<file path="src/pkg/qpt_map.svh">
// qpt_map.svh: offsets, field positions, reset values and timing counts
// assumes: included by bare name from every qpt file that needs a figure
`ifndef QPT_MAP_SVH
`define QPT_MAP_SVH
// wishbone register byte offsets
`define QPT_CTRL_OFS      4'h0
`define QPT_STAT_OFS      4'h4
`define QPT_WIPER_OFS     4'h8
// register fields
`define QPT_CTRL_EN_BIT   0
`define QPT_STAT_BUSY_BIT 0
`define QPT_STAT_WP_BIT   1
`define QPT_STAT_ACT_BIT  2
`define QPT_CTRL_RST      1'h1
`define QPT_DAT_RST       32'h0
// device type field, arbitrary value
`define QPT_TYPE_CODE     4'hA
// instruction byte fields
`define QPT_OP_HI         7
`define QPT_OP_LO         6
`define QPT_SLOT_HI       3
`define QPT_SLOT_LO       2
`define QPT_CH_HI         1
`define QPT_CH_LO         0
// serial byte framing
`define QPT_BYTE_BITS     4'h8
`define QPT_BIT_ONE       4'h1
`define QPT_BIT_ZERO      4'h0
// setting storage contents after power-up
`define QPT_SET_RST       8'h80
// synchroniser lanes: scl, sda, write protect, four straps
`define QPT_SY_W          7
`define QPT_SY_SCL        0
`define QPT_SY_SDA        1
`define QPT_SY_WP         2
`define QPT_SY_ST_LO      3
`define QPT_SY_ST_HI      6
`define QPT_SYNC_RST      7'h7F
// nonvolatile write time
`define QPT_CLK_HZ        10000000
`define QPT_TNV_MS        10
`define QPT_TNV_CYC       ((`QPT_TNV_MS * `QPT_CLK_HZ) / 1000)
`define QPT_CNT_W         17
`endif

</file>
<file path="src/pkg/qpt_pkg.sv">
// qpt_pkg: types shared by the quad pot two-wire slave
// assumes: qpt_map.svh supplies every figure
package qpt_pkg;
  typedef enum logic [2:0] {
    QPT_IDLE = 3'b000,
    QPT_RX   = 3'b001,
    QPT_ACK  = 3'b010,
    QPT_TX   = 3'b011,
    QPT_MACK = 3'b100
  } qpt_state_t;
  typedef enum logic [1:0] {
    QPT_K_ID   = 2'b00,
    QPT_K_INST = 2'b01,
    QPT_K_DATA = 2'b10
  } qpt_kind_t;
  typedef enum logic [1:0] {
    QPT_OP_RDW = 2'b00,
    QPT_OP_WRW = 2'b01,
    QPT_OP_RDS = 2'b10,
    QPT_OP_WRS = 2'b11
  } qpt_op_t;
  typedef struct packed {
    logic        cyc;
    logic        stb;
    logic        we;
    logic [3:0]  adr;
    logic [3:0]  sel;
    logic [31:0] dat;
  } qpt_wb_req_t;
  typedef struct packed {
    logic        ack;
    logic [31:0] dat;
  } qpt_wb_rsp_t;
  typedef struct packed {
    logic       wr_wiper;
    logic       wr_set;
    logic [1:0] ch;
    logic [1:0] slot;
    logic [7:0] data;
  } qpt_nv_req_t;
  typedef struct packed {
    logic [6:0] s1;
    logic [6:0] s2;
    logic [6:0] s3;
  } qpt_sync_s_t;
  typedef struct packed {
    logic [3:0][7:0]  wip;
    logic [15:0][7:0] set;
    logic             recall;
    logic             busy;
    logic [16:0]      cnt;
  } qpt_nvm_s_t;
  typedef struct packed {
    qpt_state_t  st;
    qpt_kind_t   kind;
    logic [7:0]  sh;
    logic [3:0]  bitn;
    logic [7:0]  inst;
    logic [7:0]  pdata;
    logic        oe;
    logic        mack;
    logic        pend;
    qpt_nv_req_t nv;
    logic        en;
    logic        ack;
    logic [31:0] dat;
  } qpt_top_s_t;
endpackage

</file>
<file path="src/hw/qpt_top.sv">
// qpt_top: quad pot two-wire slave with wishbone control/status
// assumes: scl/sda/straps/write protect are asynchronous pins; sda is open drain
//
// The register offsets and register access over Wishbone were chosen for this implementation.
`timescale 1ns/10ps
`include "qpt_map.svh"
module qpt_top #(
  parameter int unsigned TNV_CYC   = `QPT_TNV_CYC,
  parameter logic [3:0]  TYPE_CODE = `QPT_TYPE_CODE // arbitrary value
) (
  // system
  input  wire logic                 clk_sys,
  input  wire logic                 rst,
  // wishbone slave
  input  wire qpt_pkg::qpt_wb_req_t wb_req,
  output qpt_pkg::qpt_wb_rsp_t      wb_rsp,
  // two-wire bus
  input  wire logic                 scl,
  input  wire logic                 sda_i,
  output logic                      sda_o,
  output logic                      sda_oe,
  // straps and write protect
  input  wire logic                 bus_addr_strap0,
  input  wire logic                 bus_addr_strap1,
  input  wire logic                 bus_addr_strap2,
  input  wire logic                 bus_addr_strap3,
  input  wire logic                 write_protect_n,
  // tap selects of the four pot channels
  output logic [3:0][7:0]           wiper_position_register
);
  import qpt_pkg::*;

  qpt_top_s_t r;
  qpt_top_s_t n;

  logic [`QPT_SY_W-1:0] sy_lvl;
  logic [`QPT_SY_W-1:0] sy_rise;
  logic [`QPT_SY_W-1:0] sy_fall;
  logic [15:0][7:0]     settings;
  logic                 nv_busy;
  logic                 scl_l;
  logic                 sda_l;
  logic                 scl_r;
  logic                 scl_f;
  logic                 start;
  logic                 stop;
  logic                 quiet;
  logic [3:0]           strap;
  logic [7:0]           own_id;
  qpt_op_t              op;
  logic                 is_rd;
  logic [7:0]           rd_byte;

  // straps are meant to be static, but still go through two flops
  qpt_sync u_sync (
    .clk_sys (clk_sys),
    .rst     (rst),
    .raw     ({bus_addr_strap3, bus_addr_strap2, bus_addr_strap1, bus_addr_strap0,
               write_protect_n, sda_i, scl}),
    .lvl     (sy_lvl),
    .rise    (sy_rise),
    .fall    (sy_fall)
  );

  qpt_nvm #(
    .TNV_CYC (TNV_CYC)
  ) u_nvm (
    .clk_sys  (clk_sys),
    .rst      (rst),
    .req      (r.nv),
    .wp_n     (sy_lvl[`QPT_SY_WP]),
    .wiper    (wiper_position_register),
    .settings (settings),
    .busy     (nv_busy)
  );

  assign scl_l  = sy_lvl[`QPT_SY_SCL];
  assign sda_l  = sy_lvl[`QPT_SY_SDA];
  assign scl_r  = sy_rise[`QPT_SY_SCL];
  assign scl_f  = sy_fall[`QPT_SY_SCL];
  assign start  = scl_l && sy_fall[`QPT_SY_SDA];
  assign stop   = scl_l && sy_rise[`QPT_SY_SDA];
  // nonvolatile write in flight or slave disabled: the bus is not looked at
  assign quiet  = nv_busy || !r.en;
  assign strap  = sy_lvl[`QPT_SY_ST_HI:`QPT_SY_ST_LO];
  assign own_id = {TYPE_CODE, strap};
  assign op     = qpt_op_t'(r.inst[`QPT_OP_HI:`QPT_OP_LO]);
  assign is_rd  = (op == QPT_OP_RDW) || (op == QPT_OP_RDS);
  assign rd_byte = (op == QPT_OP_RDW) ?
                   wiper_position_register[r.inst[`QPT_CH_HI:`QPT_CH_LO]] :
                   settings[{r.inst[`QPT_CH_HI:`QPT_CH_LO], r.inst[`QPT_SLOT_HI:`QPT_SLOT_LO]}];

  always_comb begin
    n             = r;
    n.nv.wr_wiper = 1'b0;
    n.nv.wr_set   = 1'b0;
    // wishbone: registered answer, one cycle after the request
    n.ack = wb_req.cyc && wb_req.stb && !r.ack;
    if (n.ack) begin
      n.dat = `QPT_DAT_RST;
      case (wb_req.adr)
        `QPT_CTRL_OFS: begin
          n.dat[`QPT_CTRL_EN_BIT] = r.en;
          if (wb_req.we && wb_req.sel[0]) begin
            n.en = wb_req.dat[`QPT_CTRL_EN_BIT];
          end
        end
        `QPT_STAT_OFS: begin
          n.dat[`QPT_STAT_BUSY_BIT] = nv_busy;
          n.dat[`QPT_STAT_WP_BIT]   = sy_lvl[`QPT_SY_WP];
          n.dat[`QPT_STAT_ACT_BIT]  = (r.st != QPT_IDLE);
        end
        `QPT_WIPER_OFS: begin
          n.dat = wiper_position_register;
        end
        default: begin
          n.dat = `QPT_DAT_RST;
        end
      endcase
    end
    // two-wire slave
    if (quiet) begin
      n.st = QPT_IDLE;
      n.oe = 1'b0;
    end else if (start) begin
      n.st   = QPT_RX;
      n.kind = QPT_K_ID;
      n.bitn = `QPT_BIT_ZERO;
      n.oe   = 1'b0;
    end else if (stop) begin
      n.st   = QPT_IDLE;
      n.oe   = 1'b0;
      n.bitn = `QPT_BIT_ZERO;
      // the stored write starts only once the master has closed the frame
      if (r.pend) begin
        n.pend      = 1'b0;
        n.nv.wr_set = 1'b1;
        n.nv.ch     = r.inst[`QPT_CH_HI:`QPT_CH_LO];
        n.nv.slot   = r.inst[`QPT_SLOT_HI:`QPT_SLOT_LO];
        n.nv.data   = r.pdata;
      end
    end else begin
      case (r.st)
        QPT_RX: begin
          if (scl_r && r.bitn != `QPT_BYTE_BITS) begin
            n.sh   = {r.sh[6:0], sda_l};
            n.bitn = r.bitn + `QPT_BIT_ONE;
          end else if (scl_f && r.bitn == `QPT_BYTE_BITS) begin
            n.st = QPT_ACK;
            n.oe = 1'b1;
            case (r.kind)
              QPT_K_ID: begin
                if (r.sh != own_id) begin
                  n.st = QPT_IDLE;
                  n.oe = 1'b0;
                end
              end
              QPT_K_INST: begin
                n.inst = r.sh;
              end
              QPT_K_DATA: begin
                if (op == QPT_OP_WRW) begin
                  n.nv.wr_wiper = 1'b1;
                  n.nv.ch       = r.inst[`QPT_CH_HI:`QPT_CH_LO];
                  n.nv.data     = r.sh;
                end else if (op == QPT_OP_WRS) begin
                  n.pend  = 1'b1;
                  n.pdata = r.sh;
                end
              end
              default: begin
                n.st = QPT_IDLE;
                n.oe = 1'b0;
              end
            endcase
          end
        end
        QPT_ACK: begin
          if (scl_f) begin
            n.oe   = 1'b0;
            n.bitn = `QPT_BIT_ZERO;
            if (r.kind == QPT_K_INST && is_rd) begin
              n.st   = QPT_TX;
              n.sh   = rd_byte;
              n.oe   = !rd_byte[7];
              n.bitn = `QPT_BIT_ONE;
            end else begin
              n.st   = QPT_RX;
              n.kind = (r.kind == QPT_K_ID) ? QPT_K_INST : QPT_K_DATA;
            end
          end
        end
        QPT_TX: begin
          if (scl_f) begin
            if (r.bitn == `QPT_BYTE_BITS) begin
              n.st   = QPT_MACK;
              n.oe   = 1'b0;
              n.mack = 1'b0;
            end else begin
              n.sh   = {r.sh[6:0], 1'b0};
              n.oe   = !r.sh[6];
              n.bitn = r.bitn + `QPT_BIT_ONE;
            end
          end
        end
        QPT_MACK: begin
          if (scl_r) begin
            n.mack = !sda_l;
          end else if (scl_f) begin
            if (r.mack) begin
              n.st   = QPT_TX;
              n.sh   = rd_byte;
              n.oe   = !rd_byte[7];
              n.bitn = `QPT_BIT_ONE;
            end else begin
              n.st = QPT_IDLE;
            end
          end
        end
        default: begin
          n.st = QPT_IDLE;
          n.oe = 1'b0;
        end
      endcase
    end
  end

  always_ff @(posedge clk_sys) begin
    if (rst) begin
      r <= '{st: QPT_IDLE, kind: QPT_K_ID, en: `QPT_CTRL_RST, default: '0};
    end else begin
      r <= n;
    end
  end

  // open drain: only ever pull low
  assign sda_o      = 1'b0;
  assign sda_oe     = r.oe;
  assign wb_rsp.ack = r.ack;
  assign wb_rsp.dat = r.dat;
endmodule

</file>
<file path="src/hw/qpt_sync.sv">
// qpt_sync: two-flop synchronisers for the pins, plus edge detection
// assumes: raw lanes are asynchronous to clk_sys
`timescale 1ns/10ps
`include "qpt_map.svh"
module qpt_sync (
  // system
  input  wire logic                   clk_sys,
  input  wire logic                   rst,
  // pins and their clean images
  input  wire logic [`QPT_SY_W-1:0]   raw,
  output logic      [`QPT_SY_W-1:0]   lvl,
  output logic      [`QPT_SY_W-1:0]   rise,
  output logic      [`QPT_SY_W-1:0]   fall
);
  import qpt_pkg::*;
  qpt_sync_s_t r;
  qpt_sync_s_t n;

  // s1 is read only by s2; edges come from s2 against s3
  always_comb begin
    n    = r;
    n.s1 = raw;
    n.s2 = r.s1;
    n.s3 = r.s2;
  end

  always_ff @(posedge clk_sys) begin
    if (rst) begin
      r <= '{default: `QPT_SYNC_RST};
    end else begin
      r <= n;
    end
  end

  assign lvl  = r.s2;
  assign rise = r.s2 & ~r.s3;
  assign fall = ~r.s2 & r.s3;
endmodule

</file>
<file path="src/hw/qpt_nvm.sv">
// qpt_nvm: wiper registers and setting storage with the nonvolatile write timer
// assumes: requests are one-cycle pulses on clk_sys; wp_n already synchronised
`timescale 1ns/10ps
`include "qpt_map.svh"
module qpt_nvm #(
  parameter int unsigned TNV_CYC = `QPT_TNV_CYC
) (
  // system
  input  wire logic              clk_sys,
  input  wire logic              rst,
  // requests
  input  wire qpt_pkg::qpt_nv_req_t req,
  input  wire logic              wp_n,
  // state
  output logic [3:0][7:0]        wiper,
  output logic [15:0][7:0]       settings,
  output logic                   busy
);
  import qpt_pkg::*;
  qpt_nvm_s_t r;
  qpt_nvm_s_t n;

  always_comb begin
    n = r;
    if (r.recall) begin
      for (int c = 0; c < 4; c++) begin
        n.wip[c] = r.set[c*4];
      end
      n.recall = 1'b0;
    end else if (req.wr_wiper) begin
      n.wip[req.ch] = req.data;
    end
    if (r.busy) begin
      if (r.cnt == `QPT_CNT_W'(0)) begin
        n.busy = 1'b0;
      end else begin
        n.cnt = r.cnt - `QPT_CNT_W'(1);
      end
    end else if (req.wr_set && wp_n) begin
      n.set[{req.ch, req.slot}] = req.data;
      n.busy = 1'b1;
      n.cnt  = `QPT_CNT_W'(TNV_CYC - 1);
    end
  end

  always_ff @(posedge clk_sys) begin
    if (rst) begin
      r <= '{set: {16{`QPT_SET_RST}}, recall: 1'b1, default: '0};
    end else begin
      r <= n;
    end
  end

  assign wiper    = r.wip;
  assign settings = r.set;
  assign busy     = r.busy;
endmodule

</file>
<file path="config.mk">
export PLATFORM = sky130hd
export DESIGN_NAME = qpt_top
export DESIGN_NICKNAME = d
export VERILOG_FILES = /design/src/pkg/qpt_pkg.sv /design/src/hw/qpt_top.sv /design/src/hw/qpt_sync.sv /design/src/hw/qpt_nvm.sv
export VERILOG_INCLUDE_DIRS = /design/src /design/src/pkg
export SDC_FILE = /design/constraint.sdc
export NUM_CORES = 1
export LEC_CHECK = 0
export ABC_AREA = 0
export BUFFER_PORTS_ARGS = -buffer_cell sky130_fd_sc_hd__buf_4
export CAP_MARGIN = 20
export CORE_AREA = 2 2 160 162
export DETAILED_ROUTE_END_ITERATION = 10
export DIE_AREA = 0 0 162 164
export GPL_TIMING_DRIVEN = 1
export PLACE_DENSITY = 0.8
export REMOVE_ABC_BUFFERS = 1
export SKIP_LAST_GASP = 1
export SLEW_MARGIN = 20
export SYNTH_ARGS = -nofsm -noshare
export SYNTH_HDL_FRONTEND = slang
export SYNTH_SLANG_ARGS = --single-unit
</file>
<file path="constraint.sdc">
create_clock -name clk_sys -period 2 [get_ports clk_sys]
set_input_delay 0.3 -clock clk_sys [delete_from_list [all_inputs] [get_ports clk_sys]]
set_output_delay 0.3 -clock clk_sys [all_outputs]
set_load 0.005 [all_outputs]
</file>
# After elaboration in Yosys (flattened, before gate mapping)
# Index checks and enable logic that the tools add are counted.
dict set report totals {
  elab_cells 250
  output_inout_bits 67
  regBits 279
  inputBits 52
}
dict set report op_classes {
  eq_ne 42
  mux 88
  addsub 2
  reduce_logical 55
  magnitude_cmp 6
  bitwise 13
}
# cell count
set op_table {}
lappend op_table {{$bwmux W128} 1}
lappend op_table {{$mux W8} 11}
lappend op_table {{$mux W17} 5}
lappend op_table {{$mux W12} 7}
lappend op_table {{$mux W32} 2}
lappend op_table {{$pmux W12 S4} 1}
lappend op_table {{$ne A4 B4 Y1 const B} 10}
lappend op_table {{$mux W18} 2}
lappend op_table {{$reduce_and A7 Y1} 5}
lappend op_table {{$mux W2} 17}
lappend op_table {{$bmux W8 S4} 1}
lappend op_table {{$bwmux W32} 1}
lappend op_table {{$demux W8 S4} 1}
lappend op_table {{$ne A2 B2 Y1 const B} 16}
lappend op_table {{$mux W29} 1}
lappend op_table {{$mux W3} 7}
lappend op_table {{$mux W19} 1}
lappend op_table {{$reduce_and A9 Y1} 2}
lappend op_table {{$reduce_bool A2 Y1} 9}
lappend op_table {{$logic_not A17 Y1} 1}
lappend op_table {{$mux W1} 17}
lappend op_table {{$sub A17 B1 Y17 const B} 1}
lappend op_table {{$bmux W8 S2} 1}
lappend op_table {{$demux W8 S2} 1}
lappend op_table {{44 further kinds} 85}

# Logic depth before layout (Yosys ltp)
dict set report depth {
  depth_word 11
  mapped_depth 8
}

# By module
# From an unflattened synthesis, not the netlist that was laid out.
dict set report hier_totals {
  cells_unflattened 1513
  area_unflattened_um2 14551.5
}
# mod seq_area_each_um2 area_per_inst_um2 cells_per_inst instances
set modules_own_cells {}
lappend modules_own_cells {qpt_nvm 3583.4 8484.4 873 1}
lappend modules_own_cells {qpt_top 1641.6 5352.6 575 1}
lappend modules_own_cells {qpt_sync 420.4 714.4 65 1}

# Worst setup path before layout
# Ideal clock, no wire load.
dict set report synth_path {
  path_kind {register to register}
  start {reg r[80] (netlist name)}
  end {reg r[79] (netlist name)}
  path_stages_with_launch 8
  arrival_time_ns 1.821
  path_slack_ns 0.114
  synth_period_minus_slack_ns 1.886
  setup_ns 0.065
  path_buffers 0
  cell_sequence {dfxtp_1 > inv_1 > ha_1 > nor2b_1 > or4_1 > a21oi_1 > mux2_2 > nor2_1}
}
dict set report synth_between {
  elab_chain_cells 10
  word_cells_on_any_way 14
  classes_between {2 x eq/ne; 9 x mux; 3 x reduce/logical}
}
# item line
set synth_rtl {}
lappend synth_rtl {{start: declaration} qpt_top.sv:33} ;# qpt_top_s_t r;
lappend synth_rtl {{start signal: assignment} qpt_top.sv:232} ;# r <= n;
lappend synth_rtl {{$logic_not A2 Y1} qpt_top.sv:189} ;# n.kind = (r.kind == QPT_K_ID) ? QPT_K_INST : QPT_K_DATA;
lappend synth_rtl {{$mux W2} qpt_top.sv:189}
lappend synth_rtl {{$mux W2} qpt_top.sv:182} ;# if (r.kind == QPT_K_INST && is_rd) begin
lappend synth_rtl {{$mux W17} qpt_top.sv:179} ;# if (scl_f) begin
lappend synth_rtl {{$mux W17} qpt_top.sv:130} ;# end else if (stop) begin
lappend synth_rtl {{$mux W17} qpt_top.sv:125} ;# end else if (start) begin
lappend synth_rtl {{$mux W17} qpt_top.sv:122} ;# if (quiet) begin
lappend synth_rtl {{$mux W2} qpt_top.sv:143} ;# case (r.st)
lappend synth_rtl {{$mux W10} qpt_top.sv:130}
lappend synth_rtl {{$mux W3} qpt_top.sv:125}
# Several ways; a longest one is shown, not always the timed one. The select of a mux whose other input is x is not followed.
# A chain may end at the register's enable or synchronous reset.

# Final worst setup path
dict set report layout_path {
  start {reg r[61] (netlist name)}
  end {reg r[74] (netlist name)}
}
dict set report layout_between {
  elab_chain_cells 9
  word_cells_on_any_way 12
  classes_between {12 x mux}
}
# item line
set layout_rtl {}
lappend layout_rtl {{$bmux W8 S4 (*)} qpt_top.sv:91} ;# settings[{r.inst[`QPT_CH_HI:`QPT_CH_LO], r.inst[`QPT_SLOT_HI:`QPT_SLOT_LO]}];
lappend layout_rtl {{$mux W8 (*)} qpt_top.sv:91}
lappend layout_rtl {{$mux W8 (*)} qpt_top.sv:89} ;# assign rd_byte = (op == QPT_OP_RDW) ?
lappend layout_rtl {{$mux W12} qpt_top.sv:182}
lappend layout_rtl {{$mux W17} qpt_top.sv:179}
lappend layout_rtl {{$mux W17} qpt_top.sv:130}
lappend layout_rtl {{$mux W17} qpt_top.sv:125}
lappend layout_rtl {{$mux W17} qpt_top.sv:122}
lappend layout_rtl {{$pmux W12 S4 (*)} qpt_top.sv:143}
# Every way passes the cells marked *; elsewhere a longest branch is shown, timed or not. The select of a mux whose other input is x is not followed.

==> impl_metrics.ini <==
[final_layout]
nets = 1548
seq_area_mm2 = 0.005559
post-route-util = 0.6208
fillCellCount = 1966
syn_to_final_growth_pct = 16.51
antennaDiodeCount = 0
drive_gt1_frac = 0.2207
multi_input_area_mm2 = 0.006668

[setup_path]
crit_fanout = 11
reg2reg_slack_ns = -0.07
crit_buf_inv = 1
required_ns = 2.40
worstSetupPathType = register to register
startpoint_type = register
cp-end-kind = register
slowest_delay_ns = 0.55
cp_cell_sequence = buf_12 -> mux4_1 -> and2b_2 -> a2111oi_4 -> or4_1 -> a311oi_1
arrival_ns = 2.47
slowest_stage = mux4_1
crit_family = multiplexers
reg2regPathDepth = 6
path_depth = 6

[yosys]
yosysUniqueCellTypes = 76
async_reset_ff_frac = 0
netlist.area_leader.share = 0.4193
synth_edf_count = 0
synthTopCellsByArea = dfxtp_1 (42%), mux2i_1 (12%), nor2_1 (6.4%)
synthFlopType = dfxtp_1
avgSynthCellArea_um2 = 9.216
ys_seq_elements = 277
ys_warn_count = 0
yosysTopAreaCell = dfxtp_1
syn-cell-area_mm2 = 0.01323
yosysSeqAreaShare = 0.4193
netlist_instances = 1435

[hold_path]
hold_class = primary input to register
hold_depth = 4

[detailed_routing]
first_pass_iters = 5
routed_wl_um = 37320
drt_iter0_markers = 1095
vias = 11180
avgRoutedWirePerCell_um = 20.29
drc = 0
via_per_inst = 6.078
drtAntennaViolNets = 0

[sta]
max_slew_margin = 0.4294
finalCritPeriodShare = 1.036
finClkSkew_ns = 0.007927
layout_setup_ws_ns = -0.07164
max_freq_ghz = 0.4827
tns_ns = -0.2070
rsz0062_at_grt = yes
tightest_slew_ns = 0.8550
fin_crit_ns = 2.072
setup_violations = 6
hold_viol = 0
drv_slew = 0

[floorplan]
die_w_um = 162
die_area_mm2 = 0.02657
io_pins = 119
core_area_mm2 = 0.02482
num_rows = 58
die_h_um = 164
start_util = 0.5329

[cts]
clk_pin_slew_ns = 0.06
clockBufferDepth = 3
cts_tree = yes
clock_latency_ns = 0.54
h-tree-depth = 1
numCtsBuffers = 28
clock-sinks = 277
clockRootBuffer = clkbuf_16

[power_and_ir_drop]
power_mw = 11.47
p_per_area_mw_per_mm2 = 744.6
p_leak_nw = 5.900
max-vdd-ir-drop_uv = 745.6

[grt]
grt_pass1_wl_um = 57010
track_usage = 0.2707
grt_pass1_vias = 10550
antenna_found_initial = 0
grt_max_degree = 127
overflow = 0

[status]
status = finished, violations left
violations = negative setup slack

[placement]
gp_congestion = 0.9662
io_buffers = 83
dp_hpwl_um = 24540
dp_slack_ns = -0.2035

[flow_run]
maxCapViolations = 0
## state kept, by name, summed over array words and instances, names as in the netlist
name,count
op,2
u_nvm.wiper,32
sda_oe,1
u_sync.r,2
u_sync.n,7
u_nvm.settings,128
u_nvm.r,18
u_sync.lvl,7
u_nvm.busy,1
wb_rsp,33
r,46
## final cells by class
class | instances | share of cell area
Clock inverter | 13 | 0.01121
Inverter | 10 | 0.002436
Clock buffer | 37 | 0.05164
Sequential cell | 277 | 0.3608
Multi-Input combinational cell | 971 | 0.4327
Timing Repair Buffer | 201 | 0.1144
Tap cell | 330 | 0.02680
## final timing paths
check / start / end
setup reg to reg: r[61] / r[74]
setup / recovery: r[61] / r[74]
hold / removal: wb_req[32] / r[33]
hold reg to reg: u_sync.n[9] / u_sync.lvl[2]
## cells by family (layout without fill, tap and decap cells)
family / Yosys count / in the layout / synth area share
and+or+nand+nor: 532 / 532 / 0.1920
muxes: 189 / 189 / 0.1751
xor gates and xnor gates: 19 / 19 / 0.01258
other: 1 / 1 / 0.0002835
buffers and inverters: 187 / 261 / 0.08675
adders and majority gates: 7 / 7 / 0.006622
DFF: 277 / 277 / 0.4193
AOI/OAI and AO/OA: 223 / 223 / 0.1074
## power by group
group | leakage, nW | total [mW] | internal [mW] | switching (mW)
registers | 2.24 | 5.58 | 5.55 | 0.0320
clock network | 0.471 | 5.52 | 3.30 | 2.21
logic | 3.19 | 0.379 | 0.145 | 0.234
total | 5.90 | 11.5 | 8.99 | 2.48
## placed cells by master, fill, tap and decap left out, drive strengths merged, types with 20 or more instances in the layout
| cell | netlist | final |
|---|---|---|
| dfxtp | 277 | 277 |
| nor2 | 231 | 231 |
| buf | 99 | 192 |
| mux2i | 159 | 159 |
| a21oi | 111 | 111 |
| nand2 | 101 | 101 |
| nand3 | 74 | 74 |
| a22oi | 46 | 46 |
| clkbuf | 78 | 38 |
| mux4 | 28 | 28 |
| nor3 | 20 | 20 |
## per-stage QoR
stage | area, µm² | hold slack, ns | cells
finish | 15410 | 0.1301 | 1839
global route | 15410 | 0.1496 | 1839
CTS | 15260 | 0.1212 | 1834
detailed placement | 14140 | 0.3981 | 1772
global placement | 14130 | 0.3979 | 1772
floorplan | 12120 | 0.3277 | 1258
## routing by layer
| metal | vias to the layer above | wire length, µm | track usage |
|---|---|---|---|
| li1 | 5087 | - | - |
| met1 | 5423 | 15190 | 0.3523 |
| met2 | 554 | 17600 | 0.4474 |
| met3 | 114 | 3048 | 0.05379 |
| met4 | 0 | 1480 | 0.1010 |
| met5 | - | 0 | 0 |
## cell usage after synthesis, types with 11 or more instances
| cell type | count |
|---|---|
| dfxtp_1 | 277 |
| a21oi_1 | 110 |
| nand3_1 | 73 |
| nor2b_1 | 14 |
| xor2_1 | 13 |
| buf_1 | 13 |
| a22oi_1 | 46 |
| nor3_1 | 18 |
| buf_2 | 11 |
| mux4_1 | 19 |
| or2_2 | 17 |
| nand2_1 | 101 |
| buf_4 | 69 |
| a311oi_1 | 15 |
| nor2_1 | 225 |
| mux2i_1 | 159 |
| clkbuf_1 | 67 |
## worst min-delay path: stages
cell and delay [ns]:
buf_4 0.10, nand4_1 0.08, mux2i_1 0.09, nand2_1 0.06
## timing repair
| action | CTS | global route |
|---|---|---|
| setup buffers | 4 | 3 |
| resized for setup | 22 | 32 |
| pin swaps | 6 | 18 |
| cloned | 0 | 2 |
| endpoints found under the hold margin | 8 | 0 |
| setup endpoints to repair | 47 | 51 |
| hold buffers | 8 | 0 |
Note: power is estimated with default switching activity, not from simulation.
